===== config.mk =====
export PLATFORM = sky130hd
export DESIGN_NAME = ncarp_host
export DESIGN_NICKNAME = d
export VERILOG_FILES = /design/src/core/ncarp_pkg.sv /design/src/core/ncarp_host.sv
export VERILOG_INCLUDE_DIRS = /design/src /design/src/core
export SDC_FILE = /design/constraint.sdc
export NUM_CORES = 1
export LEC_CHECK = 0
export BUFFER_PORTS_ARGS = -buffer_cell sky130_fd_sc_hd__buf_2
export CORE_AREA = 2 2 80 159
export DETAILED_ROUTE_END_ITERATION = 8
export DIE_AREA = 0 0 82 161
export GPL_ROUTABILITY_DRIVEN = 1
export PLACE_DENSITY_LB_ADDON = 0.12
export SLEW_MARGIN = 15
export SYNTH_ARGS = -nofsm -noshare
export SYNTH_HDL_FRONTEND = slang
export SYNTH_SLANG_ARGS = --single-unit

===== constraint.sdc =====
create_clock -name clk_in -period 6.41 [get_ports clk_in]
set_input_delay 0.3205 -clock clk_in [delete_from_list [all_inputs] [get_ports clk_in]]
set_output_delay 0.3205 -clock clk_in [all_outputs]
set_load 0.03 [all_outputs]

===== src/core/ncarp_defines.svh =====
/*
  Timing counts, opcodes and address layout for the flash host sequencer.
  Assumes a 25 MHz system clock; included by the host design only.
*/
`ifndef NCARP_DEFINES_SVH
`define NCARP_DEFINES_SVH

// Clock period in ns
`define NCARP_CLK_NS        40
// Strobe phase times in ns, each rounded up to whole cycles
`define NCARP_T_SETUP_NS    40
`define NCARP_T_SETUP_CYC   ((`NCARP_T_SETUP_NS + `NCARP_CLK_NS - 1) / `NCARP_CLK_NS)
`define NCARP_T_PULSE_NS    40
`define NCARP_T_PULSE_CYC   ((`NCARP_T_PULSE_NS + `NCARP_CLK_NS - 1) / `NCARP_CLK_NS)
`define NCARP_T_HOLD_NS     40
`define NCARP_T_HOLD_CYC    ((`NCARP_T_HOLD_NS + `NCARP_CLK_NS - 1) / `NCARP_CLK_NS)
// Wait after the confirm before sampling ready/busy
`define NCARP_T_WB_NS       120
`define NCARP_T_WB_CYC      ((`NCARP_T_WB_NS + `NCARP_CLK_NS - 1) / `NCARP_CLK_NS)

// Opcodes
`define NCARP_OP_READ       8'h00
`define NCARP_OP_READ_GO    8'h30
`define NCARP_OP_RESET      8'hFF

// Page geometry
`define NCARP_PAGE_BYTES    12'h0880
`define NCARP_PAGE_LAST     12'h087F
`define NCARP_ADDR_CYCLES   3'h5

`endif


===== src/core/ncarp_pkg.sv =====
/*
  Types shared by the flash host sequencer.
  Assumes ncarp_defines.svh sits on the include path.
*/
package ncarp_pkg;
  // Sequencer states
  typedef enum logic [3:0] {
    NCARP_IDLE,
    NCARP_CMD,
    NCARP_ADDR,
    NCARP_CONFIRM,
    NCARP_WAIT_WB,
    NCARP_WAIT_RDY,
    NCARP_READ,
    NCARP_READ_HOLD,
    NCARP_PUSH
  } ncarp_state_t;

  // Strobe phase within one port cycle
  typedef enum logic [1:0] {
    NCARP_PH_SETUP,
    NCARP_PH_PULSE,
    NCARP_PH_HOLD
  } ncarp_phase_t;
endpackage : ncarp_pkg


===== src/core/ncarp_host.sv =====
/*
  Host-side page read sequencer for an asynchronous 8-bit page flash.
  Takes a read request (block, page, start column, byte count), issues the
  read opcode, five address cycles and the confirm, waits out busy, then
  strobes bytes out through a two-entry buffer to the user.
  Assumes the board pulls ready/busy high and resolves the data pins from
  the output enable (active low).
*/
// Notes on behaviour
// - Commands, addresses and data all travel on one eight-bit two-way port.
// - A full address takes five consecutive address latch cycles.
// - Column goes in cycles one and two, low first, top nibble zero.
// - Row goes in cycles three to five; only bit 0 of cycle five used.
// - Command, address and data entry use their own latch and strobe levels.
// - During read busy with select low, both strobes stay high.
// - Page read is 00h then 30h; other read opcodes exist.
// - Program opcodes: 80h load, 10h or 15h confirm, 11h/81h multi.
// - Opcode 85h moves the column during program data loading.
// - Copy opcodes: 00h-3Ah, 8Ch-15h, 8Ch-10h.
// - Erase is 60h then D0h; identification read is 90h.
`timescale 1ns/10ps
`default_nettype none
`include "ncarp_defines.svh"

module ncarp_host
  import ncarp_pkg::*;
(
  // Clock and reset
  input  wire logic        clk_in,
  input  wire logic        rst_b_in,
  // Read request from user
  input  wire logic        req_valid_in,
  output logic             req_ready_out,
  input  wire logic [10:0] req_block_in,
  input  wire logic [5:0]  req_page_in,
  input  wire logic [11:0] req_column_in,
  input  wire logic [11:0] req_count_in,
  // Read data to user
  output logic             rd_valid_out,
  input  wire logic        rd_ready_in,
  output logic [7:0]       rd_data_out,
  output logic             busy_out,
  // Flash pins
  output logic             chip_sel_n_out,
  output logic             cmd_latch_out,
  output logic             addr_latch_out,
  output logic             write_strobe_n_out,
  output logic             read_strobe_n_out,
  output logic             prog_guard_n_out,
  input  wire logic        ready_busy_n_in,
  input  wire logic [7:0]  io_in,
  output logic [7:0]       io_out,
  output logic             io_oe_b_out
);

  // Sequencer registers
  ncarp_state_t state_q, state_d;
  ncarp_phase_t phase_q;
  logic [2:0]   tcnt_q;
  logic [2:0]   acyc_q;
  logic [11:0]  remain_q;
  logic [11:0]  column_q;
  logic [39:0]  addr_q;
  logic [7:0]   cap_q;
  logic         first_q;

  // Ready/busy synchroniser: pin is asynchronous to clk_in
  logic rb_s1_q, rb_s2_q, rb_s3_q, rb_ready_q;
  always_ff @(posedge clk_in or negedge rst_b_in) begin
    if (!rst_b_in) begin
      rb_s1_q    <= 1'b0;
      rb_s2_q    <= 1'b0;
      rb_s3_q    <= 1'b0;
      rb_ready_q <= 1'b0;
    end else begin
      rb_s1_q <= ready_busy_n_in;
      rb_s2_q <= rb_s1_q;
      rb_s3_q <= rb_s2_q;
      if (rb_s2_q == rb_s3_q) begin
        rb_ready_q <= rb_s3_q;
      end
    end
  end

  // Two-entry output buffer; a stalled reader holds the read strobe
  logic [7:0] buf_mem [0:1];
  logic       buf_wp_q, buf_rp_q;
  logic [1:0] buf_cnt_q;
  wire        buf_push  = (state_q == NCARP_PUSH);
  wire        buf_pop   = rd_valid_out && rd_ready_in;
  wire        buf_full  = (buf_cnt_q == 2'd2);
  wire        buf_empty = (buf_cnt_q == 2'd0);
  assign rd_valid_out = !buf_empty;

  always_ff @(posedge clk_in or negedge rst_b_in) begin
    if (!rst_b_in) begin
      buf_wp_q  <= 1'b0;
      buf_rp_q  <= 1'b0;
      buf_cnt_q <= 2'd0;
      rd_data_out <= 8'h00;
    end else begin
      if (buf_push) begin
        buf_wp_q <= ~buf_wp_q;
      end
      if (buf_pop) begin
        buf_rp_q <= ~buf_rp_q;
      end
      buf_cnt_q <= buf_cnt_q + {1'b0, buf_push} - {1'b0, buf_pop};
      rd_data_out <= buf_mem[buf_pop ? ~buf_rp_q : buf_rp_q];
      if (buf_push && (buf_empty || (buf_pop && buf_cnt_q == 2'd1))) begin
        rd_data_out <= cap_q;
      end
    end
  end

  // Buffer storage carries no reset
  always_ff @(posedge clk_in) begin
    if (buf_push) begin
      buf_mem[buf_wp_q] <= cap_q;
    end
  end

  // Phase timing for one strobed port cycle
  wire strobe_state = (state_q == NCARP_CMD) || (state_q == NCARP_ADDR)
                   || (state_q == NCARP_CONFIRM);
  wire [2:0] phase_len = (phase_q == NCARP_PH_SETUP) ? 3'(`NCARP_T_SETUP_CYC)
                       : (phase_q == NCARP_PH_PULSE) ? 3'(`NCARP_T_PULSE_CYC)
                       : 3'(`NCARP_T_HOLD_CYC);
  wire phase_end = (tcnt_q + 3'd1 >= phase_len);
  wire cycle_end = phase_end && (phase_q == NCARP_PH_HOLD);
  wire last_byte = (remain_q == 12'd1)
                || (column_q == `NCARP_PAGE_LAST);

  // Address bytes: column low first, top nibble and cycle five bits 7:1 padded low
  wire [39:0] addr_pack = {7'h00, req_block_in[10],
                           req_block_in[9:0], req_page_in,
                           4'h0, req_column_in};

  // Next state
  always_comb begin
    state_d = state_q;
    unique case (state_q)
      NCARP_IDLE: begin
        if (req_valid_in) begin
          state_d = NCARP_CMD;
        end
      end
      NCARP_CMD: begin
        if (cycle_end) begin
          state_d = NCARP_ADDR;
        end
      end
      NCARP_ADDR: begin
        if (cycle_end && acyc_q == `NCARP_ADDR_CYCLES - 3'd1) begin
          state_d = NCARP_CONFIRM;
        end
      end
      NCARP_CONFIRM: begin
        if (cycle_end) begin
          state_d = NCARP_WAIT_WB;
        end
      end
      NCARP_WAIT_WB: begin
        if (tcnt_q + 3'd1 >= 3'(`NCARP_T_WB_CYC)) begin
          state_d = NCARP_WAIT_RDY;
        end
      end
      NCARP_WAIT_RDY: begin
        // An empty count still runs the sequence but strobes nothing out
        if (rb_ready_q) begin
          state_d = (remain_q == 12'd0) ? NCARP_IDLE : NCARP_READ;
        end
      end
      NCARP_READ: begin
        if (!buf_full && phase_end) begin
          state_d = NCARP_READ_HOLD;
        end
      end
      NCARP_READ_HOLD: begin
        if (phase_end) begin
          state_d = NCARP_PUSH;
        end
      end
      NCARP_PUSH: begin
        state_d = (last_byte || remain_q == 12'd0) ? NCARP_IDLE : NCARP_READ;
      end
    endcase
  end

  // Sequencer registers update
  always_ff @(posedge clk_in or negedge rst_b_in) begin
    if (!rst_b_in) begin
      state_q  <= NCARP_IDLE;
      phase_q  <= NCARP_PH_SETUP;
      tcnt_q   <= 3'd0;
      acyc_q   <= 3'd0;
      remain_q <= 12'd0;
      column_q <= 12'd0;
      addr_q   <= 40'h00_0000_0000;
      cap_q    <= 8'h00;
      first_q  <= 1'b0;
    end else begin
      state_q <= state_d;
      // The busy wait keeps counting; the strobe phases restart per phase
      tcnt_q  <= (state_d != state_q
                  || (phase_end && state_q != NCARP_WAIT_WB))
               ? 3'd0 : tcnt_q + 3'd1;
      if (strobe_state && phase_end) begin
        phase_q <= (phase_q == NCARP_PH_HOLD) ? NCARP_PH_SETUP
                 : (phase_q == NCARP_PH_SETUP) ? NCARP_PH_PULSE
                 : NCARP_PH_HOLD;
      end
      if (state_q == NCARP_IDLE && req_valid_in) begin
        addr_q   <= addr_pack;
        column_q <= req_column_in;
        remain_q <= req_count_in;
        acyc_q   <= 3'd0;
        phase_q  <= NCARP_PH_SETUP;
      end
      if (state_q == NCARP_ADDR && cycle_end) begin
        addr_q <= {8'h00, addr_q[39:8]};
        acyc_q <= acyc_q + 3'd1;
      end
      first_q <= (state_q == NCARP_WAIT_RDY);
      if (state_q == NCARP_READ && phase_end && !buf_full) begin
        cap_q <= io_in; // Sampled at the end of the low phase
      end
      if (state_q == NCARP_PUSH) begin
        remain_q <= remain_q - 12'd1;
        column_q <= column_q + 12'd1;
      end
    end
  end

  // Pin drive decode; only read opcodes are ever placed on the port,
  // so program, column move, copy, erase and ID codes never go out
  wire wr_low   = strobe_state && (phase_q == NCARP_PH_PULSE);
  wire in_cmd   = (state_q == NCARP_CMD) || (state_q == NCARP_CONFIRM);
  assign io_out = (state_q == NCARP_CMD)     ? `NCARP_OP_READ
                : (state_q == NCARP_CONFIRM) ? `NCARP_OP_READ_GO
                : addr_q[7:0];
  // Host releases the port whenever it is not writing
  assign io_oe_b_out        = !strobe_state;
  assign chip_sel_n_out     = (state_q == NCARP_IDLE);
  assign cmd_latch_out      = in_cmd;
  assign addr_latch_out     = (state_q == NCARP_ADDR);
  assign write_strobe_n_out = !wr_low;
  assign read_strobe_n_out  = !(state_q == NCARP_READ && !buf_full);
  // Read only sequencer: guard held low keeps the array safe
  assign prog_guard_n_out   = 1'b0;
  assign req_ready_out      = (state_q == NCARP_IDLE);
  assign busy_out           = (state_q != NCARP_IDLE) || !buf_empty;

endmodule : ncarp_host
`default_nettype wire


==> out/results.ini <==
[die]
dieHeight_um=161
die_width_um=82
io-pin-count=80
num_rows=57
initial_core_util=0.442
die_area_um2=13200
core_area_um2=12000

[route]
wl_um=11700
via_per_inst=5.47
drc=0
drtIter0Drc=161
wl_per_cell_um=15.9
via_count=4014
ant_nets=0
drt_pass1_iterations=4

[clocking]
htreeDepth=3
clkSlewWorstSetupHoldPaths_ns=0.07
clockBufferDepth=2
cts_tree=yes
clock-root-buffer=clkbuf_16
insertion_delay_ns=0.35
cts_inserted_buffers=9
cts.sinks=109

[synth]
async_reset_ff_frac=0.853
yosys_most_used_dff=dfrtp_1
ys_warn_count=0
avgSynthCellArea_um2=10.2
synth_area_leaders=dfrtp_1, edfxtp_1, nand2_1
yosysUniqueCellTypes=68
yosysSeqAreaShare=0.530
syn_area_um2=5300
synth-edff-count=16
synth_top_area_cell=dfrtp_1
ys_seq_elements=109
syn_inst=518
synth_top_area_frac=0.440

[worst_setup_path]
cp_slowest_cell=or4_4
cp.arrival_ns=3.03
path_buf_inv=0
required_ns=6.59
cp_cell_sequence=or4_4 -> nor2_4 -> nor2_1 -> o21ai_0 -> o311ai_0
startpoint_type=flip-flop
crit_path_max_fanout=35
setup.worst_path.class=flip-flop to flip-flop
critPathTopFamily=simple AND/OR/NAND/NOR gates
cp_slowest_stage_delay_ns=0.67
cp-end-kind=flip-flop

[grt]
grt_pass1_vias=3890
grt_pass1_wl_um=19400
grt_antenna_before_repair=0
grt_max_degree=68
track_usage=0.190
overflow=0

[pwr]
vdd_drop_max_uv=208
leakage_nw=2.70
power_density_nw_per_um2=476

[final_layout]
antenna_cells=0
fin_nets=647
syn2layout_area_growth_pct=14.2
fin_util=0.505
design_area_um2=6050
drive_above_1_share=0.216

[place]
gp_congestion=0.800
io_buffer_count=78
placed_cell_area_um2=5740
hpwl_um=7970

[sta]
max-slew-margin-rel=0.417
tightest_slew_ns=0.874
grt_setup_unrepaired=no
period_minus_slack_ns=2.85
setup_tns_ns=0
hold_viol=0
drv_slew=0
finalSetupViolations=0
clock.fmax_mhz=351
period_share=0.445
fin_worst_skew_ns=0.0109

[job]
cap_viol_max_count=0

[hold_path]
min_path_type=primary input to flip-flop

[run_status]
status=completed

[per-layer routing]
metal / global-route usage / up-vias / routed length (um)
met2: 0.298 / 91 / 5650
met5: 0 / - / 0
met3: 0.0352 / 9 / 495
li1: - / 1974 / -
met4: 0.0591 / 0 / 136
met1: 0.267 / 1940 / 5410
[what timing repair did]
action,CTS,global route
setup buffers,0,0
gates resized for setup,0,0
hold buffers,1,0
hold endpoints to repair,26,0
[cells by family after synthesis]
kind of cell | share of synthesized area
AOI/OAI and AO/OA | 0.155
xor gates and xnor gates | 0.0130
adders and majority gates | 0.0279
buffers and inverters | 0.0451
DFF | 0.530
muxes | 0.0513
other | 0.000708
and+or+nand+nor | 0.177
[Yosys cell counts (3+ instances only)]
cell / count
nor2b_1: 5
buf_2: 19
mux2i_1: 17
a21oi_1: 26
and3_1: 4
edfxtp_1: 16
a221oi_1: 3
clkbuf_1: 7
xnor2_1: 5
nor3_1: 6
a22oi_1: 9
buf_4: 3
ha_1: 11
o21ai_0: 40
nand2b_1: 5
a311oi_1: 4
a31oi_1: 3
nor2_1: 22
a21o_1: 4
nand4_1: 4
a221o_1: 9
dfrtp_1: 93
or2_2: 4
nor3b_1: 4
nand3_1: 11
mux2_2: 9
inv_1: 21
o22ai_1: 4
or3_1: 4
nor4_1: 6
and2_1: 9
nand2_1: 87
[path summary, 6_finish.rpt]
kind	from	endpoint	slack, ns	cells after the start
setup / recovery	state_q[2]$_DFF_PN0_	column_q[3]$_DFFE_PN0P_	3.56	5
hold / removal	ready_busy_n_in	rb_s1_q$_DFF_PN0_	0.08	1
setup reg to reg	state_q[2]$_DFF_PN0_	column_q[3]$_DFFE_PN0P_	3.56	5
hold reg to reg	rb_s1_q$_DFF_PN0_	rb_s2_q$_DFF_PN0_	0.35	0
max in group asynchronous	rst_b_in	buf_rp_q$_DFF_PN0_	4.79	3
min in group asynchronous	rst_b_in	addr_q[27]$_DFFE_PN0P_	0.42	2
[through the flow]
| step | instances | hold slack [ns] | setup slack [ns] | power, mW |
|---|---|---|---|---|
| final | 734 | 0.0840 | 3.56 | 2.88 |
| after global placement | 717 | 0.255 | 3.62 | 2.34 |
| after CTS | 734 | 0.0710 | 3.53 | 2.91 |
| after detailed placement | 717 | 0.251 | 3.55 | 2.36 |
| after floorplan | 519 | 0.0249 | 3.76 | 2.07 |
| after global routing | 734 | 0.0625 | 3.22 | 3.10 |
[cells in the final DEF, fill, tap and decap left out, types with 11 or more instances in the layout]
cell      netlist  layout
a21oi_1        26      26
buf_2          19      77
dfrtp_1        93      93
edfxtp_1       16      16
ha_1           11      11
inv_1          21      21
mux2i_1        17      17
nand2_1        87      87
nand3_1        11      11
nor2_1         22      22
o21ai_0        40      40
[area by class of cell]
class	instances	area [um2]
Clock buffer	9	225
Sequential cell	109	2810
Timing Repair Buffer	82	425
Multi-Input combinational cell	358	2250
Tap cell	147	184
Fill cell	1157	5940
Clock inverter	7	67.6
Inverter	22	83.8
[state kept, by name, indices dropped and copies added, names as in the netlist, 4 cells and up]
name,flops
addr_q,33
buf_mem,16
column_q,12
remain_q,12
cap_q,8
rd_data_out,8
state_q,4
[power breakdown]
part	internal, mW	switching (mW)	total [mW]
combinational	0.445	0.663	1.11
clock	0.274	0.268	0.542
sequential	0.987	0.241	1.23
(Power assumes the default switching activity.)
